<file path="config.mk">
export PLATFORM = sky130hd
export DESIGN_NAME = frxw_monitor
export DESIGN_NICKNAME = d
export VERILOG_FILES = /design/src/design/frxw_pkg.sv /design/src/design/frxw_counter.sv /design/src/design/frxw_monitor.sv
export VERILOG_INCLUDE_DIRS = /design/src /design/src/design
export SDC_FILE = /design/constraint.sdc
export NUM_CORES = 1
export LEC_CHECK = 0
export ABC_CLOCK_PERIOD_IN_PS = 2200
export BUFFER_PORTS_ARGS = -buffer_cell sky130_fd_sc_hd__clkbuf_2
export CAP_MARGIN = 20
export CORE_MARGIN = 2
export CORE_UTILIZATION = 30
export CTS_CLUSTER_DIAMETER = 50
export DETAILED_ROUTE_END_ITERATION = 8
export HOLD_SLACK_MARGIN = 0.06
export MAX_ROUTING_LAYER = met4
export SLEW_MARGIN = 20
export SYNTH_ARGS = -nofsm -noshare
export SYNTH_HDL_FRONTEND = slang
export SYNTH_HIERARCHICAL = 1
export SYNTH_SLANG_ARGS = --single-unit
</file>
<file path="constraint.sdc">
create_clock -name clk_i -period 2.2 [get_ports clk_i]
set_input_delay 0.11 -clock clk_i [delete_from_list [all_inputs] [get_ports clk_i]]
set_output_delay 0.11 -clock clk_i [all_outputs]
set_load 0.02 [all_outputs]
</file>
<file path="src/design/frxw_defs.svh">
// frxw_defs.svh: constants of the fronthaul receive window monitor.
// assumes: included by the package and by each design file; definitions only.
`ifndef FRXW_DEFS_SVH
`define FRXW_DEFS_SVH

// ---------------------------------------------------------------
// widths
// ---------------------------------------------------------------
`define FRXW_TW 32
`define FRXW_SIDW 16
`define FRXW_CW 32
`define FRXW_NCLS 16

// ---------------------------------------------------------------
// stream identifier layout: radio port field in the low bits
// ---------------------------------------------------------------
`define FRXW_PORT_LSB 0
`define FRXW_PORT_W 4

// ---------------------------------------------------------------
// timing, in ticks of the symbol-time reference
// ---------------------------------------------------------------
`define FRXW_TICK_NS 100
`define FRXW_NS_PER_US 1000
`define FRXW_TICKS_PER_US (`FRXW_NS_PER_US / `FRXW_TICK_NS)

// ---------------------------------------------------------------
// reset values
// ---------------------------------------------------------------
`define FRXW_CNT_RST 32'h0000_0000
`define FRXW_TIME_RST 32'h0000_0000

`endif

</file>
<file path="src/design/frxw_pkg.sv">
// frxw_pkg.sv: types of the fronthaul receive window monitor.
// assumes: frxw_defs.svh on the include path.
`include "frxw_defs.svh"
package frxw_pkg;
    typedef logic [`FRXW_TW-1:0] frxw_time_t;
    typedef logic [`FRXW_CW-1:0] frxw_cnt_t;
    typedef logic [`FRXW_SIDW-1:0] frxw_sid_t;
    // timing verdict of one packet
    typedef enum logic [1:0] {
        FRXW_ON_TIME,
        FRXW_EARLY,
        FRXW_LATE,
        FRXW_EXEMPT
    } frxw_verdict_t;
endpackage : frxw_pkg

</file>
<file path="src/design/frxw_counter.sv">
// frxw_counter.sv: one saturating event counter with synchronous clear.
// assumes: one clock, asynchronous active-low reset.
`timescale 1ns/10ps
`include "frxw_defs.svh"
module frxw_counter
    import frxw_pkg::*;
(
    // clock and reset
    input wire logic clk_i,
    input wire logic nrst_i,
    // control
    input wire logic inc_i,
    input wire logic clr_i,
    // count
    output frxw_cnt_t count_o
);
    typedef struct packed {
        frxw_cnt_t cnt;
    } frxw_cst_t;

    frxw_cst_t st_r; // registered state
    frxw_cst_t st_nxt; // next state

    // ---------------------------------------------------------------
    // next state: an increment in the clear cycle still counts
    // ---------------------------------------------------------------
    always_comb begin
        st_nxt = st_r;
        if (clr_i) begin
            st_nxt.cnt = inc_i ? frxw_cnt_t'(1) : `FRXW_CNT_RST;
        end else if (inc_i && (st_r.cnt != {`FRXW_CW{1'b1}})) begin
            // saturate rather than wrap so a long run never reads small
            st_nxt.cnt = st_r.cnt + frxw_cnt_t'(1);
        end
    end

    // register
    always_ff @(posedge clk_i or negedge nrst_i) begin
        if (!nrst_i) begin
            st_r <= '{cnt: `FRXW_CNT_RST};
        end else begin
            st_r <= st_nxt;
        end
    end

    assign count_o = st_r.cnt;
endmodule : frxw_counter

</file>
<file path="src/design/frxw_monitor.sv">
// frxw_monitor.sv: receive window monitor of a fronthaul endpoint.
// assumes: packet descriptors arrive on clk_i from the same-clock parser, one
// cycle pulse each; window bounds and exemption map are steady configuration.
`timescale 1ns/10ps
`include "frxw_defs.svh"

module frxw_monitor
    import frxw_pkg::*;
(
    // clock and reset
    input wire logic clk_i,
    input wire logic nrst_i,
    // packet descriptor from parser
    input wire logic pkt_valid_i,
    input wire frxw_sid_t stream_identifier_i,
    input wire frxw_time_t pkt_arrival_i,
    input wire frxw_time_t pkt_symbol_time_i,
    input wire logic [2:0] pkt_priority_i,
    input wire logic [`FRXW_PORT_W-1:0] pkt_payload_tag_i,
    // reception window relative to symbol time
    input wire frxw_time_t win_open_i,
    input wire frxw_time_t win_close_i,
    // exempt (non-delay-managed) radio port fields, one bit per value
    input wire logic [`FRXW_NCLS-1:0] exempt_port_map_i,
    // fixed timing advance configuration
    input wire frxw_time_t fixed_downlink_send_start_i,
    input wire frxw_time_t ru_latest_receive_limit_i,
    input wire frxw_time_t sender_max_spread_i,
    input wire frxw_time_t earliest_tx_latest_limit_i,
    input wire frxw_time_t latest_rx_latest_limit_i,
    input wire frxw_time_t measured_max_delay_i,
    input wire frxw_time_t ru_earliest_receive_limit_i,
    // counter clear
    input wire logic cnt_clear_i,
    // accepted packet out
    output logic acc_valid_o,
    output frxw_sid_t acc_stream_o,
    output frxw_time_t acc_symbol_time_o,
    output logic acc_exempt_o,
    output logic [1:0] acc_verdict_o,
    // counters
    output frxw_cnt_t cnt_on_time_o,
    output frxw_cnt_t cnt_early_o,
    output frxw_cnt_t cnt_late_o,
    output frxw_cnt_t cnt_exempt_o,
    output logic relatency_hint_o,
    // fixed advance figures
    output frxw_time_t min_downlink_transport_delay_o,
    output frxw_time_t fixed_advance_offset_o,
    output frxw_time_t supported_range_o
);
    // ---------------------------------------------------------------
    // state
    // ---------------------------------------------------------------
    typedef struct packed {
        logic acc_valid;
        frxw_sid_t acc_stream;
        frxw_time_t acc_sym;
        logic acc_exempt;
        frxw_verdict_t verdict;
        logic hint;
        frxw_time_t min_delay;
        frxw_time_t offset;
        frxw_time_t range;
    } frxw_st_t;

    frxw_st_t st_r; // registered state
    frxw_st_t st_nxt; // next state

    // ---------------------------------------------------------------
    // classification and window test
    // ---------------------------------------------------------------
    logic [`FRXW_PORT_W-1:0] port_field; // radio port field of the stream
    logic is_exempt; // non-delay-managed flow
    frxw_time_t win_start; // absolute window opening
    frxw_time_t win_end; // absolute window closing
    logic before_win; // arrived before opening
    logic after_win; // arrived after closing
    frxw_verdict_t verdict; // verdict of the current packet
    logic inc_on; // counter strobes
    logic inc_early;
    logic inc_late;
    logic inc_exempt;

    // kind comes from the port field only; priority is never looked at
    assign port_field = stream_identifier_i[`FRXW_PORT_LSB +: `FRXW_PORT_W];
    assign is_exempt = exempt_port_map_i[port_field];

    // window is anchored on the symbol time the packet carries
    assign win_start = pkt_symbol_time_i + win_open_i;
    assign win_end = pkt_symbol_time_i + win_close_i;
    // signed differences tolerate wrap of the free-running time base
    assign before_win = $signed(pkt_arrival_i - win_start) < 0;
    assign after_win = $signed(pkt_arrival_i - win_end) > 0;

    // verdict: exactly one outcome per packet
    always_comb begin
        if (is_exempt) begin
            verdict = FRXW_EXEMPT;
        end else if (before_win) begin
            verdict = FRXW_EARLY;
        end else if (after_win) begin
            verdict = FRXW_LATE;
        end else begin
            verdict = FRXW_ON_TIME;
        end
    end

    assign inc_on = pkt_valid_i && (verdict == FRXW_ON_TIME);
    assign inc_early = pkt_valid_i && (verdict == FRXW_EARLY);
    assign inc_late = pkt_valid_i && (verdict == FRXW_LATE);
    assign inc_exempt = pkt_valid_i && (verdict == FRXW_EXEMPT);

    // ---------------------------------------------------------------
    // next state
    // ---------------------------------------------------------------
    always_comb begin
        st_nxt = st_r;
        // every packet is forwarded, late or early; the monitor only counts
        st_nxt.acc_valid = pkt_valid_i;
        if (pkt_valid_i) begin
            st_nxt.acc_stream = stream_identifier_i;
            st_nxt.acc_sym = pkt_symbol_time_i;
            st_nxt.acc_exempt = is_exempt;
            st_nxt.verdict = verdict;
        end
        // early arrival suggests link latency should be measured again
        if (cnt_clear_i) begin
            st_nxt.hint = inc_early; // set wins over clear
        end else if (inc_early) begin
            st_nxt.hint = 1'b1;
        end
        // fixed send start pins the shortest transport delay
        st_nxt.min_delay = fixed_downlink_send_start_i
                         - (ru_latest_receive_limit_i - sender_max_spread_i);
        // offset: spare advance beyond measured max, zero at full range
        if (earliest_tx_latest_limit_i > measured_max_delay_i + ru_earliest_receive_limit_i) begin
            st_nxt.offset = earliest_tx_latest_limit_i
                          - measured_max_delay_i - ru_earliest_receive_limit_i;
        end else begin
            st_nxt.offset = `FRXW_TIME_RST;
        end
        // range bounded by earliest transmit and latest receive limits
        st_nxt.range = (earliest_tx_latest_limit_i < latest_rx_latest_limit_i)
                     ? earliest_tx_latest_limit_i : latest_rx_latest_limit_i;
    end

    // register
    always_ff @(posedge clk_i or negedge nrst_i) begin
        if (!nrst_i) begin
            st_r <= '{acc_valid: 1'b0, acc_stream: '0, acc_sym: `FRXW_TIME_RST,
                      acc_exempt: 1'b0, verdict: FRXW_ON_TIME, hint: 1'b0,
                      min_delay: `FRXW_TIME_RST, offset: `FRXW_TIME_RST,
                      range: `FRXW_TIME_RST};
        end else begin
            st_r <= st_nxt;
        end
    end

    // ---------------------------------------------------------------
    // counters
    // ---------------------------------------------------------------
    frxw_counter u_cnt_on (
        .clk_i(clk_i), .nrst_i(nrst_i), .inc_i(inc_on), .clr_i(cnt_clear_i),
        .count_o(cnt_on_time_o)
    );
    frxw_counter u_cnt_early (
        .clk_i(clk_i), .nrst_i(nrst_i), .inc_i(inc_early), .clr_i(cnt_clear_i),
        .count_o(cnt_early_o)
    );
    frxw_counter u_cnt_late (
        .clk_i(clk_i), .nrst_i(nrst_i), .inc_i(inc_late), .clr_i(cnt_clear_i),
        .count_o(cnt_late_o)
    );
    frxw_counter u_cnt_exempt (
        .clk_i(clk_i), .nrst_i(nrst_i), .inc_i(inc_exempt), .clr_i(cnt_clear_i),
        .count_o(cnt_exempt_o)
    );

    // outputs straight from flip-flops
    assign acc_valid_o = st_r.acc_valid;
    assign acc_stream_o = st_r.acc_stream;
    assign acc_symbol_time_o = st_r.acc_sym;
    assign acc_exempt_o = st_r.acc_exempt;
    assign acc_verdict_o = st_r.verdict;
    assign relatency_hint_o = st_r.hint;
    assign min_downlink_transport_delay_o = st_r.min_delay;
    assign fixed_advance_offset_o = st_r.offset;
    assign supported_range_o = st_r.range;

    // pkt_priority_i and pkt_payload_tag_i are deliberately unused
endmodule : frxw_monitor

</file>
### Word-level counts from Yosys, hierarchy flattened

Cells that the tools add are included.

| word-level totals | value |
|---|---|
| register bits after elaboration | 277 |
| input port bits | 395 |
| output and inout port bits | 277 |
| logic and storage cells | 73 |

| operators by class | value |
|---|---|
| add/sub/neg operators | 13 |
| magnitude comparators | 5 |
| eq/ne operators | 7 |
| muxes and demuxes | 21 |
| reduce and logical (&&, ||, !) cells | 14 |

Operators with widths:

| cell | count |
|---|---|
| 32-bit 2-to-1 mux | 10 |
| 32-bit subtractor | 6 |
| 32-bit by 1-bit adder with 32-bit output (second input constant) | 4 |
| 32-bit inequality test (second input constant) | 4 |
| 32-bit adder | 3 |
| 32-bit by 1-bit > comparator with 1-bit output (second input constant) | 1 |
| 32-bit > comparator | 1 |
| 32-bit by 1-bit less-than comparator with 1-bit output (second input constant) | 1 |
| 32-bit less-than comparator | 1 |
| 2-bit nonzero test | 5 |
| 1-bit logical AND | 8 |
| 1-bit 2-to-1 mux | 7 |
| 2-bit 2-to-1 mux | 3 |
| 4-bit by 5-bit less-than comparator with 1-bit output (second input constant) | 1 |
| 1-bit binary-select mux with 4-bit select | 1 |
| 2-bit equality test (second input constant) | 2 |
| 2-bit by 1-bit equality test with 1-bit output (second input constant) | 1 |
| 2-bit logical NOT | 1 |

### Logic depth before layout (Yosys ltp)

Gate-level depths: netlist of the first run.

| logic depth | value |
|---|---|
| depth in word-level cells | 11 |
| mapped depth | 24 |
| gate-level depth less buffers | 23 |

### By module

Netlist of the first run, hierarchy kept.

By module, submodules not included:

| module | instances | cells each | area each (um^2) | sequential area each (um^2) |
|---|---|---|---|---|
| frxw_monitor | 1 | 1,909 | 17,490.5 | 3,728.6 |
| frxw_counter | 4 | 195 | 1,747.9 | 800.8 |

### Worst setup path before layout of the first run

No wires, ideal clock.

| timing path | value |
|---|---|
| path kind | input -> register |
| start | input pkt_symbol_time_i[14] |
| end | register u_cnt_late.st_r, in the netlist u_cnt_late/count_o[27] |
| setup time | 78 ps |
| arrival time | 4,434 ps |
| required time | 2,122 ps |
| path slack | -2,312 ps |
| stages on the path | 18 |
| path buffers | 2 |
| cell sequence | inv_1 > fa_1 > ha_1 > buf_2 > a21oi_1 > o21ai_0 > a2111oi_0 > a31oi_1 > a311o_1 > a211o_1 > and3_1 > nor3_1 > and2_1 > and2_1 > clkbuf_1 > o311ai_2 > or4_1 > a21oi_1 |

| on the way | value |
|---|---|
| cells in the longest elaborated chain, start to end | 10 |
| elaborated cells between the ends (all ways) | 13 |
| those cells by class | 4 x add/sub; 2 x order compare; 1 x eq/ne; 3 x mux; 3 x reduce/logical |

RTL lines:

| what | line | RTL |
|---|---|---|
| start, declared | frxw_monitor.sv:17 | `input wire frxw_time_t pkt_symbol_time_i,` |
| 32-bit adder | frxw_monitor.sv:91 | `assign win_end = pkt_symbol_time_i + win_close_i;` |
| 32-bit subtractor | frxw_monitor.sv:94 | `assign after_win = $signed(pkt_arrival_i - win_end) > 0;` |
| 32-bit by 1-bit > comparator with 1-bit output | frxw_monitor.sv:94 |  |
| 2-bit 2-to-1 mux | frxw_monitor.sv:102 | `end else if (after_win) begin` |
| 2-bit 2-to-1 mux (*) | frxw_monitor.sv:100 | `end else if (before_win) begin` |
| 2-bit 2-to-1 mux (*) | frxw_monitor.sv:98 | `if (is_exempt) begin` |
| 2-bit equality test (*) | frxw_monitor.sv:111 | `assign inc_late = pkt_valid_i && (verdict == FRXW_LATE);` |
| 1-bit logical AND (*) | frxw_monitor.sv:111 |  |
| named net inc_late | frxw_monitor.sv:82 | `logic inc_late;` |
| 1-bit logical AND (*) | frxw_counter.sv:31 | `` end else if (inc_i && (st_r.cnt != {`FRXW_CW{1'b1}})) begin `` |
| 2-bit nonzero test (no source line) (*) | - |  |
| end signal, assigned | frxw_counter.sv:40 | `` st_r <= '{cnt: `FRXW_CNT_RST}; `` |
| end signal, assigned | frxw_counter.sv:42 | `st_r <= st_nxt;` |
| end, declared | frxw_counter.sv:21 | `frxw_cst_t st_r;` |

The timed path passes the listed nets; every way through them passes the cells marked *.
A chain may end at the register's enable or synchronous reset.

### Final worst setup path of the first run

| timing path | value |
|---|---|
| start | input pkt_arrival_i[2] |
| end | register u_cnt_on.st_r, in the netlist u_cnt_on/count_o[30] |

| on the way | value |
|---|---|
| cells in the longest elaborated chain, start to end | 9 |
| elaborated cells between the ends (all ways) | 11 |
| those cells by class | 2 x add/sub; 2 x order compare; 3 x mux; 4 x reduce/logical |

RTL lines:

| what | line | RTL |
|---|---|---|
| start, declared | frxw_monitor.sv:16 | `input wire frxw_time_t pkt_arrival_i,` |
| 32-bit subtractor | frxw_monitor.sv:94 |  |
| 32-bit by 1-bit > comparator with 1-bit output | frxw_monitor.sv:94 |  |
| 2-bit 2-to-1 mux | frxw_monitor.sv:102 |  |
| 2-bit 2-to-1 mux (*) | frxw_monitor.sv:100 |  |
| 2-bit 2-to-1 mux (*) | frxw_monitor.sv:98 |  |
| 2-bit logical NOT (*) | frxw_monitor.sv:109 | `assign inc_on = pkt_valid_i && (verdict == FRXW_ON_TIME);` |
| 1-bit logical AND (*) | frxw_monitor.sv:109 |  |
| named net inc_on | frxw_monitor.sv:80 | `logic inc_on;` |
| 1-bit logical AND (*) | frxw_counter.sv:31 |  |
| 2-bit nonzero test (no source line) (*) | - |  |
| end signal, assigned | frxw_counter.sv:40 |  |
| end signal, assigned | frxw_counter.sv:42 |  |
| end, declared | frxw_counter.sv:21 |  |

Marks and branches as above.

==> metrics.md, run 1 <==
| Metric | Value |
|---|---|
| Slew at the pin closest to its max-slew limit | `865 ps` |
| Via count normalized by instance count | `4.85` |
| Class of the most critical setup path | `in -> reg` |
| Post-layout min period | `a little under 4000 ps` |
| CP startpoint kind | `input port` |
| Synthesized flop and latch total | `277` |
| Overall die area | `0.0839 mm2` |
| First-pass GRT wire length | `139,000 um` |
| Longest Clk Path Bufs | `3` |
| Largest fanout on the critical path | `4` |
| Post-Route Setup TNS | `-216,570 ps` |
| Final Slew Violations | `0` |
| Number of placed cells counting well taps | `5,025` |
| WL/cell | `17.4 um` |
| Power density over the cells | `683 mW/mm2` |
| Worst clock skew | `16.3 ps` |
| Share of cells above drive strength 1 | `0.463` |
| Number of setup violations in the final report | `173` |
| Cell area after synthesis | `0.0245 mm2` |
| Diode insertion count for antenna repair | `0` |
| Chip width | `290 um` |
| Sequential fraction of the synthesis area | `0.283` |
| Clk slew on worst S/H paths | `40 ps` |
| Synthesized net count | `3,465` |
| Post-synthesis cell count | `between 2,000 and 3,000` |
| Number of detailed-routing iterations run before antenna repair | `7` |
| Pin count of the biggest net entering global routing | `55` |
| Total power consumption of the routed design | `27.5 mW` |
| Final hold violation count | `0` |
| Period Utilization, post-route | `1.78` |
| Count of different cell masters after synthesis | `79` |
| Data arrival time of the critical path | `around 4400 ps` |
| Setup repair after global routing missed its margin | `yes` |
| Syn_area_per_cell | `9.10 um2` |
| Worst min-delay path class | `in -> reg` |
| Non-filler cells, final | `5,296` |
| Area growth syn-to-layout | `64.5%` |
| Static Leak | `20.0 nW` |
| Violations in the final reports | `DRC, setup timing` |
| Placed wire-length estimate after detailed placement | `73,000 um` |
| Outcome | `finished, violations left` |
| Clock insertion delay at the later pin of the skew report | `610 ps` |
| Met2 track demand over resource | `0.362` |
| Max-cap viol count | `0` |
| Clock root buffer | `sky130_fd_sc_hd__clkbuf_16` |
| TritonCTS clock tree | `done` |
| Crit. End Element | `flop` |
| Post-synth top flop | `sky130_fd_sc_hd__dfrtp_1` |
| Core area | `0.0807 mm2` |
| Maximum frequency from static timing analysis | `256 MHz` |
| Most Crowded Layer GR | `met2` |
| Total number of placement rows | `104` |
| Worst VDD drop | `slightly below 0.6 mV` |
| Iteration-0 DRC Markers | `between 1,000 and 1,500` |
| Routed WL | `92,400 um` |
| Ys Warns | `6` |
| Number of input and output port buffers inserted | `around 660` |
| Num ports | `~670` |
| Sum of overflow across all layers after global routing | `0` |
| Via count of the first global-routing pass | `between 20,000 and 30,000` |
| EDFF count, synth | `0` |
| Required time worst endpoint | `2720 ps` |
| Sink Count | `~280` |
| DRC violations left | `1` |
| Max-Slew Margin vs Limit | `0.418` |
| # nets final | `4,967` |
| Worst hold slack | `a little over 80 ps` |
| Total number of vias | `25,687` |
| FFs w/ async S/R, synth | `1.00` |
| GR Layer Usage met1 | `0.251` |
| Starting density of the core | `0.303` |
| Total global-route track usage | `0.215` |
| Global-route track usage on met3 | `0.0462` |
| Setup ws final | `-1710 ps` |
| Final RePlAce weighted congestion | `0.944` |
| Die Y | `290 um` |
| Antenna violations before repair | `0` |
| Cts bufs inserted | `55` |
| Maximum level of the CTS H-tree | `2` |
| Post-DRT Antenna Nets | `0` |
| Fillers | `7,469` |
==> per-layer routing <==
| metal | up-vias | wire (um) |
|---|---|---|
| met2 | 695 | 45100 |
| met1 | 12363 | 38300 |
| met5 | - | 0 |
| li1 | 12455 | - |
| met4 | 0 | 3520 |
| met3 | 174 | 5510 |
==> registers in the layout, summed over array words and instances, names as in the netlist <==
name	flops
acc_valid_o	1
acc_symbol_time_o	32
acc_verdict_o	2
u_cnt_early/count_o	32
u_cnt_on/count_o	32
relatency_hint_o	1
fixed_advance_offset_o	32
acc_stream_o	16
supported_range_o	32
u_cnt_late/count_o	32
u_cnt_exempt/count_o	32
min_downlink_transport_delay_o	32
acc_exempt_o	1
==> path summary, 6_finish.rpt <==
| kind | startpoint | end | slack (ps) | depth (start not counted) |
|---|---|---|---|---|
| min | earliest_tx_latest_limit_i[1] | fixed_advance_offset_o[1] | 80 | 5 |
| min reg2reg | acc_exempt_o | acc_exempt_o | 480 | 1 |
| min in group asynchronous | nrst_i | acc_stream_o[3] | 200 | 3 |
| max in group asynchronous | nrst_i | fixed_advance_offset_o[2] | 1640 | 3 |
| max reg2reg | u_cnt_late/count_o[11] | u_cnt_late/count_o[31] | -150 | 6 |
| max | pkt_arrival_i[2] | u_cnt_on/count_o[30] | -1710 | 18 |
==> worst max-delay path, stage by stage <==
cell	delay, ps
sky130_fd_sc_hd__buf_8	100
sky130_fd_sc_hd__fa_1	580
sky130_fd_sc_hd__ha_4	220
sky130_fd_sc_hd__and2b_2	210
sky130_fd_sc_hd__o2111ai_4	270
sky130_fd_sc_hd__a311oi_4	160
sky130_fd_sc_hd__o31ai_4	330
sky130_fd_sc_hd__a211oi_2	130
sky130_fd_sc_hd__o21bai_1	190
sky130_fd_sc_hd__a41oi_2	150
sky130_fd_sc_hd__nor4_2	230
sky130_fd_sc_hd__nor4b_4	320
sky130_fd_sc_hd__o21ba_4	240
sky130_fd_sc_hd__and2_4	180
sky130_fd_sc_hd__nand2_2	60
sky130_fd_sc_hd__or4_4	440
sky130_fd_sc_hd__or3_1	340
sky130_fd_sc_hd__a21oi_1	150
==> Yosys cell counts (9+ instances only) <==
library cell               number  area [um2]
sky130_fd_sc_hd__nor4_1        35         219
sky130_fd_sc_hd__clkbuf_1      47         176
sky130_fd_sc_hd__and2_1        19         119
sky130_fd_sc_hd__mux2_2        81         912
sky130_fd_sc_hd__or4_1         27         203
sky130_fd_sc_hd__o21a_1        30         225
sky130_fd_sc_hd__and3_1        18         113
sky130_fd_sc_hd__and4_1        17         149
sky130_fd_sc_hd__inv_1        378        1420
sky130_fd_sc_hd__a21o_1        73         548
sky130_fd_sc_hd__o21bai_1      13        97.6
sky130_fd_sc_hd__a21oi_1      210        1050
sky130_fd_sc_hd__xnor2_1       79         692
sky130_fd_sc_hd__nor2_1       139         522
sky130_fd_sc_hd__o21ai_0      141         706
sky130_fd_sc_hd__nand3_1       73         365
sky130_fd_sc_hd__fa_1         123        2460
sky130_fd_sc_hd__o31ai_1       33         248
sky130_fd_sc_hd__xor2_1        49         429
sky130_fd_sc_hd__nor3_1        54         270
sky130_fd_sc_hd__ha_1         258        3230
sky130_fd_sc_hd__dfrtp_1      277        6930
sky130_fd_sc_hd__a211oi_1      14         105
sky130_fd_sc_hd__nand4_1       55         344
sky130_fd_sc_hd__or2_2          9        56.3
sky130_fd_sc_hd__nand2b_1      17         106
sky130_fd_sc_hd__or3_1         83         519
sky130_fd_sc_hd__a211o_1       11        96.3
sky130_fd_sc_hd__nor2b_1       13        81.3
sky130_fd_sc_hd__a31oi_1       16         100
sky130_fd_sc_hd__o211ai_1      10        75.1
sky130_fd_sc_hd__nand2_1      144         541
==> repair_timing <==
| item | in CTS | in global routing |
|---|---|---|
| buffers inserted | 29 | 32 |
| endpoints found under the hold margin | 402 | 2 |
| setup endpoints to repair | 171 | 184 |
| hold buffers | 120 | 1 |
| gates cloned | 5 | 2 |
| resized for setup | 169 | 238 |
| pin swaps | 71 | 112 |
==> layout make-up <==
cell class              instances  area, um2  share of cell area
clock inverters                39        549              0.0136
repair buffers               1505      10500               0.261
inverters                     378       1470              0.0364
flip-flops and latches        277       6950               0.172
clock buffers                  63       1460              0.0362
multi-input cells            1974      18000               0.447
well taps                    1060       1330              0.0329
==> cells by family (layout without fill, tap and decap cells) <==
group / after synthesis / in the layout / share of synthesized area
flip-flops: 277 / 277 / 0.283
multiplexers: 91 / 91 / 0.0439
XOR/XNOR: 128 / 128 / 0.0458
adder cells (fa/ha/maj): 381 / 381 / 0.232
buffers and inverters: 439 / 1985 / 0.0690
AND/OR/NAND/NOR: 737 / 737 / 0.161
AO/OA/AOI/OAI: 636 / 637 / 0.165
==> where the power goes <==
group	leakage, nW	switching, mW	internal (mW)
sequential	3.56	0.266	5.77
clock	0.951	3.17	6.06
combinational	15.5	6.42	5.82
total	20.0	9.86	17.6
==> placed cells by master (no fill, tap or decap), types with 58 or more instances in the layout <==
cell type	Yosys	layout
sky130_fd_sc_hd__buf_4	0	651
sky130_fd_sc_hd__inv_1	378	344
sky130_fd_sc_hd__o21ai_0	141	108
sky130_fd_sc_hd__a21oi_2	1	69
sky130_fd_sc_hd__fa_1	123	113
sky130_fd_sc_hd__dlygate4sd3_1	0	119
sky130_fd_sc_hd__xnor2_1	79	72
sky130_fd_sc_hd__a21oi_1	210	139
sky130_fd_sc_hd__clkbuf_2	2	647
sky130_fd_sc_hd__buf_6	4	58
sky130_fd_sc_hd__nand3_1	73	59
sky130_fd_sc_hd__dfrtp_1	277	266
sky130_fd_sc_hd__a21o_1	73	70
sky130_fd_sc_hd__clkbuf_16	0	58
sky130_fd_sc_hd__or3_1	83	64
sky130_fd_sc_hd__nand2_1	144	132
sky130_fd_sc_hd__nor2_1	139	114
sky130_fd_sc_hd__ha_1	258	225
==> per-stage QoR <==
step / util / cell area [um2] / setup WS, ps
2_1_floorplan: - / 25400 / -1950
3_3_place_gp: 0.432 / 34800 / -2600
3_5_place_dp: 0.432 / 34800 / -2650
4_1_cts: 0.486 / 39200 / -1760
5_1_grt: 0.499 / 40300 / -1990
6_report: 0.499 / 40300 / -1710
(Power assumes the default switching activity.)
==> run 2: changes to the inputs <==
--- a/config.mk
+++ b/config.mk
@@ -18,5 +18,4 @@
 export SLEW_MARGIN = 20
 export SYNTH_ARGS = -nofsm -noshare
 export SYNTH_HDL_FRONTEND = slang
-export SYNTH_HIERARCHICAL = 1
 export SYNTH_SLANG_ARGS = --single-unit
==> metrics.md, run 2 <==
| Metric | Value |
|---|---|
| Synthesized net count | `3,432 (-0.95%)` |
| Cell area after synthesis | `0.0243 mm2 (-0.57%)` |
| Period Utilization, post-route | `1.79 (+0.0102)` |
| Worst min-delay path class | `in -> reg` |
| Maximum level of the CTS H-tree | `2 (unchanged)` |
| Worst clock skew | `8.57 ps (-7.71 ps)` |
| Cell seen most often among critical-path stages | `sky130_fd_sc_hd__or4_4` |
| FFs w/ async S/R, synth | `1.00 (unchanged)` |
| Via count of the first global-routing pass | `26,247 (+0.22%)` |
| Cts bufs inserted | `48 (-13%)` |
| Final Slew Violations | `0 (unchanged)` |
| Placed wire-length estimate after detailed placement | `70,900 um (-2.8%)` |
| Max-Slew Margin vs Limit | `0.423 (+0.00489)` |
| CP startpoint kind | `input port` |
| Core area | `0.0804 mm2 (-0.32%)` |
| Ys Warns | `0 (-6)` |
| Worst VDD drop | `0.572 mV (-1.9%)` |
| TritonCTS clock tree | `done` |
| Net switching power figure | `9.80 mW (-0.61%)` |
| Slew at the pin closest to its max-slew limit | `856 ps (-8.72 ps)` |
| Sink Count | `277 (unchanged)` |
| Post-layout min period | `3930 ps (+22.4 ps)` |
| Clock insertion delay at the later pin of the skew report | `600 ps (about the same)` |
| Syn_area_per_cell | `9.16 um2 (+0.66%)` |
| Total internal power | `16.8 mW (-4.8%)` |
| Routed WL | `91,100 um (-1.3%)` |
| Count of different cell masters after synthesis | `78 (-1.3%)` |
| DRC violations left | `0 (-1)` |
| Antenna violations before repair | `6 (+6)` |
| Share of total power in sequential cells | `0.229 (+0.009)` |
| Number of setup violations in the final report | `190 (+9.8%)` |
| Required time worst endpoint | `2720 ps (about the same)` |
| Commonest cells post-synth | `392 x sky130_fd_sc_hd__inv_1, 277 x sky130_fd_sc_hd__dfrtp_1, 258 x sky130_fd_sc_hd__ha_1, 220 x sky130_fd_sc_hd__nor2_1, 156 x sky130_fd_sc_hd__a21oi_1` |
| # nets final | `4,978 (+0.22%)` |
| Total number of placement rows | `104 (unchanged)` |
| Number of input and output port buffers inserted | `664 (unchanged)` |
| First-pass GRT wire length | `139,000 um (about the same)` |
| Leading cell type in the layout, fill and taps excluded | `sky130_fd_sc_hd__buf_4` |
| Num ports | `672 (unchanged)` |
| Total number of vias | `25,389 (-1.2%)` |
| Die Y | `289 um (-0.28%)` |
| Number of placed cells counting well taps | `5,013 (-0.24%)` |
| Cell with the largest stage delay on the worst path | `sky130_fd_sc_hd__fa_1` |
| Clock root buffer | `sky130_fd_sc_hd__clkbuf_16` |
| Sequential fraction of the synthesis area | `0.285 (+0.00163)` |
| Library cell occupying the most area in the post-synthesis netlist | `sky130_fd_sc_hd__dfrtp_1` |
| Class of the most critical setup path | `in -> reg` |
| Violations in the final reports | `setup timing` |
| Setup ws final | `-1730 ps (-22.4 ps)` |
| Crit. End Element | `flop` |
| Area fraction of the dominant cell type after synthesis | `0.285 (+0.00163)` |
| WL/cell | `17.2 um (-1.5%)` |
| Data arrival time of the critical path | `4460 ps (+30 ps)` |
| Total global-route track usage | `0.217 (+0.00197)` |
| Part of the total power dissipated in combinational logic | `0.466 (+0.021)` |
| Non-filler cells, final | `5,305 (+0.17%)` |
| Most common cell in the netlist | `sky130_fd_sc_hd__inv_1` |
| Largest fanout on the critical path | `7 (+3)` |
| Maximum frequency from static timing analysis | `254 MHz (-0.57%)` |
| Longest Clk Path Bufs | `3 (unchanged)` |
| Post-synthesis cell count | `2,656 (-1.2%)` |
| Synthesized flop and latch total | `277 (unchanged)` |
| Worst hold slack | `125 ps (+44.7 ps)` |
| Final RePlAce weighted congestion | `0.945 (about the same)` |
| Top post-synthesis cells by area | `sky130_fd_sc_hd__dfrtp_1 28%, sky130_fd_sc_hd__ha_1 13%, sky130_fd_sc_hd__fa_1 10%, sky130_fd_sc_hd__inv_1 6.0%, sky130_fd_sc_hd__mux2_2 4.3%` |
| Post-DRT Antenna Nets | `0 (unchanged)` |
| Leading cell types in the layout, fill and taps excluded | `707 x sky130_fd_sc_hd__buf_4, 645 x sky130_fd_sc_hd__clkbuf_2, 370 x sky130_fd_sc_hd__inv_1` |
| Starting density of the core | `0.303 (-0.000761)` |
| Area growth syn-to-layout | `65.7%` |
| Chip width | `289 um (-0.28%)` |
| Clk slew on worst S/H paths | `60 ps (+20 ps)` |
| Setup repair after global routing missed its margin | `yes` |
| Final hold violation count | `0 (unchanged)` |
| Power density over the cells | `659 mW/mm2 (-3.5%)` |
| Overall die area | `0.0834 mm2 (-0.57%)` |
| Outcome | `finished, violations left` |
| Static Leak | `20.7 nW (+3.7%)` |
| Iteration-0 DRC Markers | `1,176 (-0.68%)` |
| Number of detailed-routing iterations run before antenna repair | `6 (-1)` |
| Largest stage delay on the critical path | `600 ps (+20 ps)` |
| Critical path cell sequence | `clkbuf_2, fa_1, ha_4, a21o_1, a211o_1, o21a_1, nor3_4, a31o_2, o22ai_2, or4_4, a2111oi_4, buf_4, o211ai_4, buf_12, buf_8, or4_4, a21oi_2` |
| EDFF count, synth | `0 (unchanged)` |
| Max-cap viol count | `0 (unchanged)` |
| Clock network fraction of total power | `0.305 (-0.030)` |
| Pin count of the biggest net entering global routing | `88 (+60%)` |
| Post-Route Setup TNS | `-197,160 ps (+19,400 ps)` |
| Post-synth top flop | `sky130_fd_sc_hd__dfrtp_1` |
| Share of cells above drive strength 1 | `0.465 (+0.00214)` |
| Switch share | `0.368 (+0.0101)` |
| Sum of overflow across all layers after global routing | `0 (unchanged)` |
| Via count normalized by instance count | `4.79 (-1.3%)` |
-- run 2: cell types whose count changed after synthesis, moves of 12 or more --
cell	delta
sky130_fd_sc_hd__xnor2_1	-12
sky130_fd_sc_hd__nand2_1	-12
sky130_fd_sc_hd__nor4_1	-21
sky130_fd_sc_hd__a21oi_1	-54
sky130_fd_sc_hd__nor2_1	+81
sky130_fd_sc_hd__inv_1	+14
sky130_fd_sc_hd__nor3_1	-30
sky130_fd_sc_hd__mux2_2	+13
sky130_fd_sc_hd__o21ai_0	-66
sky130_fd_sc_hd__and3_1	+27
sky130_fd_sc_hd__xor2_1	+42
sky130_fd_sc_hd__or3_1	-55
sky130_fd_sc_hd__nor2b_1	+35
-- run 2: worst paths after layout --
| kind | startpoint | to | slack [ps] | depth (start not counted) |
|---|---|---|---|---|
| worst max-delay path | pkt_arrival_i[9] | u_cnt_on.count_o[18] | -1730 | 17 |
| min in group asynchronous | nrst_i | u_cnt_early.count_o[12] | 180 | 3 |
| worst min-delay path | earliest_tx_latest_limit_i[1] | fixed_advance_offset_o[0] | 130 | 5 |
| max in group asynchronous | nrst_i | u_cnt_exempt.count_o[11] | 1580 | 3 |
| worst max register to register | u_cnt_on.count_o[4] | u_cnt_on.count_o[27] | -930 | 13 |
| worst min register to register | acc_verdict_o[0] | acc_verdict_o[0] | 500 | 2 |
-- run 2: cell type report --
class | instances | area, um2
Inverter | 392 | 1520
Tap cell | 1060 | 1330
Sequential cell | 277 | 6940
Clock buffer | 52 | 1250
Fill cell | 7301 | 40100
Multi-Input combinational cell | 1922 | 17600
Antenna cell | 7 | 17.5
Clock inverter | 34 | 495
Timing Repair Buffer | 1561 | 11200
-- run 2: what timing repair did --
item,in CTS,in global routing
resized for setup,197,156
gates cloned,9,1
buffers inserted,46,29
pin swaps,115,63
endpoints found under the hold margin,423,0
hold buffers,122,0
endpoints found under the setup margin,193,200
-- run 2: per-stage QoR --
| step | cell area (um2) | total power, mW | utilization | setup WS (ps) |
|---|---|---|---|---|
| floorplan | 25300 | 12.1 | - | -1940 |
| global placement | 35000 | 16.9 | 0.435 | -2510 |
| detailed placement | 35000 | 17.0 | 0.435 | -2550 |
| CTS | 39600 | 26.4 | 0.492 | -1630 |
| global route | 40300 | 28.2 | 0.501 | -1820 |
| finish | 40300 | 26.6 | 0.502 | -1730 |
-- run 2: cell families after synthesis --
kind of cell / after synthesis / share of synthesized area
compound gates: 511 / 0.141
xor+xnor: 158 / 0.0568
fa+ha+maj: 381 / 0.234
buf+inv: 458 / 0.0715
flops: 277 / 0.285
mux: 111 / 0.0530
simple gates: 760 / 0.159
-- run 2: power groups by stage --
stage	registers [mW]	clock network (mW)	logic (mW)
after floorplan	6.97	0	5.10
after global placement	6.19	0	10.7
after detailed placement	6.17	0	10.8
after CTS	6.10	8.33	12.0
after global routing	6.16	8.58	13.5
final	6.09	8.10	12.4
-- run 2: layer usage --
layer	vias up	share of wire	GRT usage
met2	842	0.50	0.390
met3	183	0.073	0.0494
met5	-	0	-
met1	12132	0.38	0.231
li1	12232	-	-
met4	0	0.045	0.0813
-- run 2: critical path, delay by kind of cell --
kind | cells | cell delay (ps)
AOI/OAI and AO/OA | 8 | 1580
and+or+nand+nor | 3 | 1330
adders and majority gates | 2 | 840
buffers and inverters | 4 | 590
